## config.mk

```make
export PLATFORM = sky130hd
export DESIGN_NAME = tsls_top
export DESIGN_NICKNAME = d
export VERILOG_FILES = /design/src/core/tsls_pkg.sv /design/src/core/tsls_top.sv /design/src/core/tsls_sync.sv /design/src/core/tsls_pod.sv
export SDC_FILE = /design/constraint.sdc
export NUM_CORES = 1
export LEC_CHECK = 0
export ABC_AREA = 1
export BUFFER_PORTS_ARGS = -buffer_cell sky130_fd_sc_hd__clkbuf_2
export CORE_MARGIN = 3
export CORE_UTILIZATION = 55
export DETAILED_ROUTE_END_ITERATION = 7
export HOLD_SLACK_MARGIN = 0.03
export PLACE_DENSITY = 0.78
export SLEW_MARGIN = 20
export SYNTH_ARGS = -nofsm -noshare
export SYNTH_HDL_FRONTEND = slang
export SYNTH_SLANG_ARGS = --single-unit
```

## constraint.sdc

```tcl
create_clock -name clk -period 2.68 [get_ports clk]
set_input_delay 0.536 -clock clk [delete_from_list [all_inputs] [get_ports clk]]
set_output_delay 0.536 -clock clk [all_outputs]
set_load 0.02 [all_outputs]
```

## src/core/tsls_pkg.sv

```systemverilog
package tsls_pkg;
	// ***************************************
	// geometry
	// ***************************************
	localparam int POD_NUM = 5;
	localparam int POD_W = 16;
	localparam int BYTE_W = 8;
	localparam int TERM_MAX = 8;
	localparam logic [3:0] EASY_MAX_TERMS = 4'h4;
	localparam logic [3:0] CPLX_TERMS = 4'h8;
	localparam logic [3:0] CPLX_TRIG_MIN = 4'h2;
	// ***************************************
	// reset values
	// ***************************************
	localparam logic [3:0] INIT_TERMS = 4'h2;
	localparam logic [3:0] INIT_TRIG = 4'h2;
	localparam logic [7:0] INIT_PRIM = 8'h01;
	localparam logic [3:0] EASY_RST_TERMS = 4'h1;
	localparam logic [3:0] CPLX_RST_TRIG = 4'h2;
	localparam logic [7:0] CPLX_RST_PRIM = 8'h7f;
	localparam logic [7:0] STORE_ALL = 8'hff;
	localparam logic [3:0] FIRST_TERM = 4'h1;
	// ***************************************
	// encodings
	// ***************************************
	typedef enum logic [1:0] {SCK_OFF = 2'h0, SCK_DEMUX = 2'h1, SCK_MIX = 2'h3} tsls_mode_t;
	typedef enum logic [1:0] {EDG_RISE = 2'h1, EDG_FALL = 2'h2, EDG_BOTH = 2'h3} tsls_edge_t;
	typedef enum logic [1:0] {SRC_L = 2'h0, SRC_M = 2'h1, SRC_N = 2'h2} tsls_src_t;
	typedef enum logic [1:0] {SEQ_RESET = 2'h0, SEQ_INSERT = 2'h1, SEQ_DELETE = 2'h3, SEQ_TRIG = 2'h2} tsls_op_t;
endpackage

```

## src/core/tsls_top.sv

```systemverilog
`timescale 1ns/1ns
module tsls_top import tsls_pkg::*; (
	// clock and reset
	input wire logic clk,
	input wire logic rst,
	// probe pins
	input wire logic [POD_NUM*POD_W-1:0] probe_in,
	input wire logic mclk_pin,
	input wire logic lclk_pin,
	input wire logic mclk_unused_pin,
	input wire logic nclk_pin,
	// slave clock setup per pod, two bits each
	input wire logic [POD_NUM*2-1:0] sck_mode,
	input wire logic [POD_NUM*2-1:0] sck_edge,
	input wire logic [POD_NUM*2-1:0] sck_src,
	// analyzer control
	input wire logic init,
	input wire logic cfg_complex,
	input wire logic trace_start,
	input wire logic trace_halt,
	// sequencer command
	input wire logic cmd_valid,
	input wire logic [1:0] cmd_op,
	input wire logic [3:0] cmd_idx,
	input wire logic cur_secondary,
	output logic cmd_reject,
	// trace stream
	output logic [POD_NUM*POD_W-1:0] trace_data,
	output logic trace_valid,
	output logic trace_store,
	output logic trigger,
	// status
	output logic running,
	output logic triggered,
	output logic cplx_active,
	output logic [3:0] seq_term,
	output logic [3:0] term_count,
	output logic [3:0] trig_term
);
	// ***************************************
	// state
	// ***************************************
	typedef struct packed {
		logic cplx;
		logic run;
		logic trigd;
		logic [3:0] term;
		logic [3:0] cnt;
		logic [3:0] trig;
		logic [TERM_MAX-1:0] prim;
		logic [TERM_MAX-1:0] sec;
		logic [TERM_MAX-1:0] stor;
		logic [POD_NUM*2-1:0] mode;
		logic [POD_NUM*2-1:0] edg;
		logic [POD_NUM*2-1:0] src;
		logic vld;
		logic trg_p;
		logic sto;
		logic rej;
		logic mprev;
	} tsls_st_t;
	tsls_st_t s_q, s_d;

	// ***************************************
	// pin synchronisers
	// ***************************************
	logic [POD_NUM*POD_W-1:0] probe_s;
	logic [3:0] clk_s;
	logic mstr_edge;
	tsls_sync #(.W(POD_NUM*POD_W)) u_sync_probe (
		.clk(clk),
		.rst(rst),
		.d(probe_in),
		.q(probe_s)
	);
	tsls_sync #(.W(4)) u_sync_clk (
		.clk(clk),
		.rst(rst),
		.d({nclk_pin, mclk_unused_pin, lclk_pin, mclk_pin}),
		.q(clk_s)
	);
	// master capture on the rising edge of the synchronised master clock
	assign mstr_edge = clk_s[0] & ~s_q.mprev;

	// ***************************************
	// pods
	// ***************************************
	for (genvar p = 0; p < POD_NUM; p++) begin : g_pod
		logic sclk_sel;
		// second source has no function and never toggles
		always_comb begin
			unique case (s_q.src[2*p +: 2])
				SRC_L: sclk_sel = clk_s[1];
				SRC_N: sclk_sel = clk_s[3];
				default: sclk_sel = 1'b0;
			endcase
		end
		tsls_pod u_pod (
			.clk(clk),
			.rst(rst),
			.din(probe_s[POD_W*p +: POD_W]),
			.sclk(sclk_sel),
			.mstr_edge(mstr_edge),
			.mode(s_q.mode[2*p +: 2]),
			.edge_sel(s_q.edg[2*p +: 2]),
			.dout(trace_data[POD_W*p +: POD_W])
		);
	end

	// ***************************************
	// term list helpers
	// ***************************************
	function automatic logic [TERM_MAX-1:0] ins_bit(input logic [TERM_MAX-1:0] v, input logic [2:0] x,
		input logic b);
		logic [TERM_MAX-1:0] up;
		logic [TERM_MAX-1:0] r;
		up = {v[TERM_MAX-2:0], 1'b0};
		for (int i = 0; i < TERM_MAX; i++) begin
			r[i] = (3'(i) < x) ? v[i] : (3'(i) == x) ? b : up[i];
		end
		return r;
	endfunction
	function automatic logic [TERM_MAX-1:0] del_bit(input logic [TERM_MAX-1:0] v, input logic [2:0] x);
		logic [TERM_MAX-1:0] dn;
		logic [TERM_MAX-1:0] r;
		dn = {1'b0, v[TERM_MAX-1:1]};
		for (int i = 0; i < TERM_MAX; i++) begin
			r[i] = (3'(i) < x) ? v[i] : dn[i];
		end
		return r;
	endfunction

	// ***************************************
	// sequencer and setup
	// ***************************************
	logic [3:0] xm1;
	logic [3:0] nxt;
	logic ins_ok, del_ok, trg_ok, seq_rst;
	assign xm1 = cmd_idx - 4'h1;
	assign nxt = s_q.term + 4'h1;
	// contiguous insert within 1..4, delete keeps at least one term
	assign ins_ok = !s_q.cplx && cmd_idx >= FIRST_TERM && cmd_idx <= EASY_MAX_TERMS
		&& cmd_idx <= s_q.cnt + 4'h1 && s_q.cnt < EASY_MAX_TERMS;
	assign del_ok = !s_q.cplx && cmd_idx >= FIRST_TERM && cmd_idx <= s_q.cnt && s_q.cnt > FIRST_TERM;
	assign trg_ok = s_q.cplx && cmd_idx >= CPLX_TRIG_MIN && cmd_idx <= CPLX_TERMS;
	// a configuration change waits for an idle analyzer
	assign seq_rst = !s_q.run && (cfg_complex != s_q.cplx
		|| (cmd_valid && cmd_op == SEQ_RESET));

	always_comb begin
		s_d = s_q;
		s_d.mprev = clk_s[0];
		s_d.vld = mstr_edge;
		s_d.trg_p = 1'b0;
		s_d.rej = 1'b0;
		s_d.sto = 1'b0;
		// trace run control; pod setup is copied only at start
		if (trace_start && !s_q.run) begin
			s_d.run = 1'b1;
			s_d.trigd = 1'b0;
			s_d.term = FIRST_TERM;
			s_d.mode = sck_mode;
			s_d.edg = sck_edge;
			s_d.src = sck_src;
		end else if (trace_halt) begin
			s_d.run = 1'b0;
		end
		// stepping on each captured state
		if (s_q.vld && s_q.run) begin
			s_d.sto = s_q.stor[s_q.term[2:0] - 3'h1];
			if (!s_q.trigd) begin
				if (s_q.trig == FIRST_TERM) begin
					s_d.trg_p = 1'b1;
					s_d.trigd = 1'b1;
				end else if (s_q.prim[s_q.term[2:0] - 3'h1] && s_q.term < s_q.cnt) begin
					s_d.term = nxt;
					if (nxt == s_q.trig) begin
						s_d.trg_p = 1'b1;
						s_d.trigd = 1'b1;
					end
				end else if (s_q.sec[s_q.term[2:0] - 3'h1]) begin
					s_d.term = FIRST_TERM;
				end
			end
		end
		// commands are refused while tracing
		if (cmd_valid && s_q.run) begin
			s_d.rej = 1'b1;
		end else if (seq_rst) begin
			s_d.cplx = cfg_complex;
			s_d.sec = '0;
			s_d.stor = STORE_ALL;
			if (cfg_complex) begin
				s_d.cnt = CPLX_TERMS;
				s_d.trig = CPLX_RST_TRIG;
				s_d.prim = CPLX_RST_PRIM;
			end else begin
				s_d.cnt = EASY_RST_TERMS;
				s_d.trig = EASY_RST_TERMS;
				s_d.prim = '0;
			end
		end else if (cmd_valid) begin
			unique case (cmd_op)
				SEQ_INSERT: begin
					if (ins_ok) begin
						s_d.cnt = s_q.cnt + 4'h1;
						s_d.trig = s_q.cnt + 4'h1;
						s_d.prim = ins_bit(s_q.prim, xm1[2:0], cmd_idx <= s_q.cnt);
						s_d.sec = ins_bit(s_q.sec, xm1[2:0], cur_secondary);
						s_d.stor = ins_bit(s_q.stor, xm1[2:0], 1'b1);
					end else begin
						s_d.rej = 1'b1;
					end
				end
				SEQ_DELETE: begin
					if (del_ok) begin
						s_d.cnt = s_q.cnt - 4'h1;
						s_d.trig = s_q.cnt - 4'h1;
						s_d.prim = del_bit(s_q.prim, xm1[2:0]);
						s_d.sec = del_bit(s_q.sec, xm1[2:0]);
						s_d.stor = del_bit(s_q.stor, xm1[2:0]);
					end else begin
						s_d.rej = 1'b1;
					end
				end
				SEQ_TRIG: begin
					if (trg_ok) begin
						s_d.trig = cmd_idx;
					end else begin
						s_d.rej = 1'b1;
					end
				end
				default: s_d.rej = 1'b0;
			endcase
		end
		// analyzer initialisation wins over everything
		if (init) begin
			s_d = '0;
			s_d.cnt = INIT_TERMS;
			s_d.trig = INIT_TRIG;
			s_d.prim = INIT_PRIM;
			s_d.stor = STORE_ALL;
			s_d.mprev = clk_s[0];
		end
	end

	// registers; same values on reset as on init, except mprev, which init takes from the synchronised master clock
	always_ff @(posedge clk) begin
		if (rst) begin
			s_q <= '0;
			s_q.cnt <= INIT_TERMS;
			s_q.trig <= INIT_TRIG;
			s_q.prim <= INIT_PRIM;
			s_q.stor <= STORE_ALL;
		end else begin
			s_q <= s_d;
		end
	end

	// ***************************************
	// outputs
	// ***************************************
	assign trace_valid = s_q.vld;
	assign trace_store = s_q.sto;
	assign trigger = s_q.trg_p;
	assign cmd_reject = s_q.rej;
	assign running = s_q.run;
	assign triggered = s_q.trigd;
	assign cplx_active = s_q.cplx;
	assign seq_term = s_q.term;
	assign term_count = s_q.cnt;
	assign trig_term = s_q.trig;
endmodule // tsls_top

```

## src/core/tsls_sync.sv

```systemverilog
`timescale 1ns/1ns
module tsls_sync import tsls_pkg::*; #(
	parameter int W = 1
) (
	// clock and reset
	input wire logic clk,
	input wire logic rst,
	// asynchronous in, synchronised out
	input wire logic [W-1:0] d,
	output logic [W-1:0] q
);
	logic [W-1:0] meta_q;
	// two flops; only the second one is looked at
	always_ff @(posedge clk) begin
		if (rst) begin
			meta_q <= '0;
			q <= '0;
		end else begin
			meta_q <= d;
			q <= meta_q;
		end
	end
endmodule // tsls_sync

```

## src/core/tsls_pod.sv

```systemverilog
`timescale 1ns/1ns
module tsls_pod import tsls_pkg::*; (
	// clock and reset
	input wire logic clk,
	input wire logic rst,
	// synchronised pod lines and clocks
	input wire logic [POD_W-1:0] din,
	input wire logic sclk,
	input wire logic mstr_edge,
	// active setup
	input wire logic [1:0] mode,
	input wire logic [1:0] edge_sel,
	// captured pod word
	output logic [POD_W-1:0] dout
);
	typedef struct packed {
		logic sprev;
		logic seen;
		logic [BYTE_W-1:0] sbyte;
		logic [POD_W-1:0] out;
	} tsls_pod_st_t;
	tsls_pod_st_t s_q, s_d;
	logic rise, fall, sedge;
	logic [BYTE_W-1:0] lo;
	// edge qualification
	assign rise = sclk & ~s_q.sprev;
	assign fall = ~sclk & s_q.sprev;
	assign sedge = (edge_sel[0] & rise) | (edge_sel[1] & fall);
	assign lo = din[BYTE_W-1:0];
	// latch and master capture; slave edge in the master cycle counts for the next sample
	always_comb begin
		s_d = s_q;
		s_d.sprev = sclk;
		if (mstr_edge) begin
			s_d.seen = 1'b0;
			unique case (mode)
				SCK_DEMUX: s_d.out = {s_q.sbyte, s_q.sbyte};
				SCK_MIX: s_d.out = {din[POD_W-1:BYTE_W], s_q.seen ? s_q.sbyte : lo};
				default: s_d.out = din;
			endcase
		end
		if (sedge && mode != SCK_OFF) begin
			if (mode == SCK_DEMUX || !s_q.seen || mstr_edge) begin
				s_d.sbyte = lo;
			end
			s_d.seen = 1'b1;
		end
	end
	always_ff @(posedge clk) begin
		if (rst) begin
			s_q <= '0;
		end else begin
			s_q <= s_d;
		end
	end
	assign dout = s_q.out;
endmodule // tsls_pod

```

After elaboration in Yosys (flattened, before gate mapping)

Cells that the tools add are included.
W data, S select, Z words.

$lt $le $gt $ge: 18
Bitwise logic cells: 39
Reduce and logical (&&, ||, !) cells: 77
Eq/ne operators: 47
Add/subtract/negate cells: 5
Muxes and demuxes: 132

Operators with widths:

| cell                 | number |
|---|---|
| $pmux W16 S2         | 5 |
| $mux W32             | 4 |
| $mux W1              | 88 |
| $mux W8              | 10 |
| $ne A3 B3 Y1 const B | 19 |
| $reduce_and A7 Y1    | 8 |
| $pmux W24 S2         | 1 |
| $mux W9              | 5 |
| $eq A2 B2 Y1 const B | 12 |
| $reduce_bool A2 Y1   | 12 |
| $and A1 B1 Y1        | 21 |
| $logic_and A1 B1 Y1  | 19 |
| $mux W16             | 1 |
| $mux W4              | 4 |
| $mux W5              | 3 |
| $not A1 Y1           | 13 |
| $eq A2 B1 Y1 const B | 6 |
| $eq A3 B3 Y1 const A | 4 |
| $logic_not A2 Y1     | 6 |
| $lt A3 B3 Y1 const A | 4 |
| $pmux W4 S3          | 1 |
| $reduce_and A2 Y1    | 6 |
| $logic_or A1 B1 Y1   | 11 |
| $pmux W1 S2          | 5 |
| other kinds (32)     | 50 |

Output and inout bits: 99
Flip-flop bits (word level): 372

Depth between registers and ports, before layout

Depth after elaboration: 10
Depth in mapped cells: 16

Modules after synthesis

Synthesis repeated with hierarchy kept, for this count alone.

Cell total of the unflattened synthesis: 2340
Area total of the unflattened synthesis: 16849.9 um2

By module, submodules not included:

| module                   | cells each | area each (um2) | sequential area each (um2) | instances |
|---|---|---|---|---|
| tsls_pod                 | 215        | 1446.4          | 520.5                      | 5 |
| tsls_top                 | 742        | 4798.4          | 1481.4                     | 1 |
| tsls_sync (u_sync_probe) | 498        | 4588.2          | 3203.1                     | 1 |
| tsls_sync (u_sync_clk)   | 25         | 231.5           | 160.2                      | 1 |

Worst setup path after synthesis

No wires, ideal clock.

Kind: reg-to-reg
Start point: reg s_q (netlist bit term_count[0])
End point: reg s_q[48] in the netlist's numbering
Arrival time: 2.053 ns
Clock period less this slack: 2.165 ns
Stages on the path, launching flop included: 16
Slack: 0.515 ns
Cell sequence: dfxtp_1 -> inv_1 -> ha_1 -> inv_1 -> ha_1 -> nand3b_1 -> nand2_1 -> nand3_2 -> nand2_1 -> nand3_2 -> nand3_4 -> buf_6 -> nor2_4 -> nand2_1 -> nand2_1 -> nor2_1

Word-level cells in the longest chain between the ends: 6

Ends and longest elaborated chain:

| element                           | line            | RTL |
|---|---|---|
| start, declared                   | tsls_top.sv:62  | `tsls_st_t s_q, s_d;` |
| $add A4 B1 Y4                     | tsls_top.sv:143 | `&& cmd_idx <= s_q.cnt + 4'h1 && s_q.cnt < EASY_MAX_TERMS;` |
| $le A4 B4 Y1                      | tsls_top.sv:143 |  |
| $logic_and A1 B1 Y1 (2 in series) | tsls_top.sv:143 |  |
| $ne A3 B3 Y1 (no line)            | -               |  |
| $reduce_and A7 Y1 (no line) *     | -               |  |

Every way passes the cells marked *; elsewhere a longest branch is shown, timed or not.
A chain may end at the register's enable or synchronous reset.

Worst setup path in the final report

Start point: reg s_q (netlist bit term_count[1])
End point: reg s_q[54] in the netlist's numbering

Word-level cells in the longest chain between the ends: 7

Ends and longest elaborated chain:

| element |
|---|
| parallel branches: the longest is 7 deep, another holds $add A4 B1 Y4 |

Parallel ways; which one is timed is not known. The select of a mux whose other input is x is not followed.

==> results.md <==
* Status: finished, final reports clean
* Sequential Power Share at 46.2%
* Register bit total from synthesis at 370
* Drt first pass iters at 5
* Gpl congestion at approximately 0.94
* Routed wire length at roughly 39000 um
* Core Area at 27900 um^2
* H-tree depth at 2
* CTS sink cnt at 370
* Ratio of cells with drive above 1 in the final layout at approximately 16%
* Worst r2r src: term_count[1]
* IO Port Bufs at 225
* Syn Nets at 2256
* Nets at 2364
* Power, Total at 12.8 mW
* CP peak stage delay at 440 ps
* Final worst-path cycle share at 90.5%
* Initial core utilization at 56.0%
* Initial antenna violation count at 1
* Post-synthesis cell count at 2104
* CP startpoint kind: flip-flop
* Clock Latency Late Sink at 530 ps
* Fin cells at 2621
* CP top delay family: simple AND/OR/NAND/NOR gates
* Hold Path Sink: u_sync_probe.meta_q[63]
* Synth Area in XOR/XNOR at less than 1%
* Hold Path Depth at 3
* Grt total ovfl at 0
* Cells along the critical path: ha_1, xnor2_2, ha_1, a21oi_1, nand2_1, nand3_2, nand2_1, nand3_2, nand3_4, nor2_2, nand2_1, nand2_1, nor2_1
* Drt initial violations at 1109
* Post-Synth Simple-Gate Area at between 10% and 20%
* Clock network power share at 43.0%
* MaxCap Viol Count at 0
* DRC Markers at 0
* Crit path kind: flip-flop to flip-flop
* GR Util All Layers at 25.1%
* Die width at between 150 and 200 um
* Slew headroom at 51.7%
* Adder-Cell Fraction of Synth Area at 1.92%
* Crit path DAT at 2850 ps
* Final slew viol count at 0
* Avg WL per Cell at 14.9 um
* Area grow syn2layout at 13.4%
* Most Frequent Cell on Critical Path: nand2_1
* DR vias at 13400
* Die area at 30500 um^2
* DRT antenna net count at 0
* Post-synthesis compound-gate area fraction at 17.0%
* CTS root buffer: clkbuf_16
* Hold_sp: probe_in[63]
* # rows at approximately 60
* Mux share of post-synthesis cell area at 0%
* Final min period at 2430 ps
* Pin count of the biggest net entering global routing at 171
* Inst Count DP at 2549
* Comb power frac at a little over a tenth
* Net Sw Power at 3.25 mW
* Setup violations, final at 0
* Maximum clock path buffer count at 3
* Clock Skew at 13.6 ps
* Cell depth of the worst flop-to-flop path at 13
* Register area share after synthesis at about 47%
* Pint at 9.57 mW
* Main combinational cell family by area after synthesis: simple AND/OR/NAND/NOR gates
* Synth async-reset ratio at 0%
* Fin. Hold Viols at 0
* Synth Flop Type: dfxtp_1
* CTS tree: yes
* CP endpoint kind: flip-flop
* CTS Buf Count at 39
* Fin Hold WS at 195 ps
* Netlist cell types at 43
* Post-DP HPWL at 26400 um
* Hold Crit Class: input port to flip-flop
* Post-synth EDFFs at 0
* Pwr Density at 723 nW/um^2
* Fmax at 0.412 GHz
* Commonest non-fill, non-tap cells in the layout: nor2_1, dfxtp_1, inv_1, o21ai_0, clkbuf_2
* Setup TNS at 0 ps
* Worst-path fanout max at 12
* First-pass GRT wire length at approximately 64000 um
* Leak at 8.24 nW
* RSZ-0062 raised after global routing: no
* Buf/Inv on CP at 0
* Mean Syn Cell Area at ~7.4 um^2
* DR vias/cell at about 5
* CP max-delay cell: dfxtp_1
* Clk slew on worst S/H paths at 60 ps
* Vias in the first global route at 12900
* Sw Ratio at 25.4%
* Mapped cell area at 15600 um^2
* RR Endpoint: s_q[54]
* Commonest non-fill, non-tap cell in the layout: nor2_1
* R2R Setup Slk at between 200 and 300 ps
* WP data required at between 3000 and 4000 ps
* I/O pins at roughly 230
* Yosys warns at 0
* Die Height at 175 um
* Max VDD drop at 0.000488 V
* Worst-Margin Slew at just over 700 ps
[repair_timing]
| action | 4_1_cts | 5_1_grt |
|---|---|---|
| resized for setup | 0 | 2 |
| endpoints found under the setup margin | 0 | 15 |
| hold buffers | 0 | 0 |
| setup buffers | 0 | 0 |
[logic make-up (layout without fill, tap and decap cells)]
kind of cell | Yosys count | count (layout)
AND/OR/NAND/NOR | 737 | 737
XOR/XNOR | 7 | 7
adder cells (fa/ha/maj) | 24 | 24
flip-flops | 370 | 370
other | 0 | 1
buffers and inverters | 481 | 619
AO/OA/AOI/OAI | 485 | 485
[how the worst max path moves through the flow]
| stage | start | cells after the start | to |
|---|---|---|---|
| 2_1_floorplan | term_count[0] | 15 | s_q[48] |
| 3_3_place_gp | cmd_idx[0] | 12 | s_q[52] |
| 6_report | term_count[1] | 13 | s_q[54] |
| 3_5_place_dp | cmd_idx[0] | 15 | s_q[43] |
| 5_1_grt | term_count[0] | 13 | s_q[54] |
| 4_1_cts | term_count[0] | 13 | s_q[43] |
[cell usage after synthesis (all sizes together) (5+ instances only)]
cell	count	share of area, %
nand3	56	2.1
nand2	231	5.8
nor2	438	11
inv	302	7.3
clkbuf	64	1.5
o211ai	18	0.86
dfxtp	370	47
o21ai	264	8.5
buf	113	5.2
nand4	6	0.24
a211oi	22	1.1
ha	24	1.9
o21bai	5	0.60
a21oi	151	4.8
a31oi	12	0.48
[power groups by stage]
stage / Clock [mW] / Combinational (mW) / Sequential, mW
after floorplan: 0 / 1.04 / 5.98
after global placement: 0 / 1.34 / 6.02
after detailed placement: 0 / 1.37 / 6.03
after CTS: 5.62 / 1.38 / 5.91
after global routing: 5.84 / 1.57 / 5.94
final: 5.52 / 1.39 / 5.92
[metal layers]
layer	wire, um	GRT usage [%]
met3	2410	4.09
met2	18500	42.4
met5	0	0
met4	928	7.81
met1	17200	33.1
[registers in the layout (all words and copies together) (netlist names), 3 cells and up]
| signal | cells |
|---|---|
| seq_term | 4 |
| u_sync_probe.meta_q | 80 |
| trig_term | 4 |
| u_sync_clk.q | 3 |
| u_sync_probe.q | 80 |
| g_pod.u_pod.dout | 80 |
| u_sync_clk.meta_q | 3 |
| s_q | 55 |
| term_count | 4 |
| g_pod.u_pod.s_q | 50 |
[stage by stage]
stage | util [%] | cell area (um^2) | worst slack [ps]
6_report | 63.5 | 17700 | 255
2_1_floorplan | - | 15600 | 515
5_1_grt | 63.5 | 17700 | 1.24
3_3_place_gp | 58.7 | 16400 | 216
4_1_cts | 63.4 | 17700 | 171
3_5_place_dp | 58.7 | 16400 | 165
[worst reg2reg max path: cells and delay by family (launching register included)]
kind | cells | cell delay, ps
xor gates and xnor gates | 1 | 160
DFF | 1 | 440
and+or+nand+nor | 9 | 1030
AOI/OAI and AO/OA | 1 | 140
adders and majority gates | 2 | 550
[final cells by class]
type	instances	area, um^2
Antenna cell	1	2.50
Tap cell	378	473
Multi-Input combinational cell	1253	6050
Timing Repair Buffer	244	1330
Inverter	304	1140
Fill cell	2497	10200
Clock inverter	11	154
Clock buffer	60	1180
Sequential cell	370	7410
No activity file was read; power rests on OpenSTA's default activity.
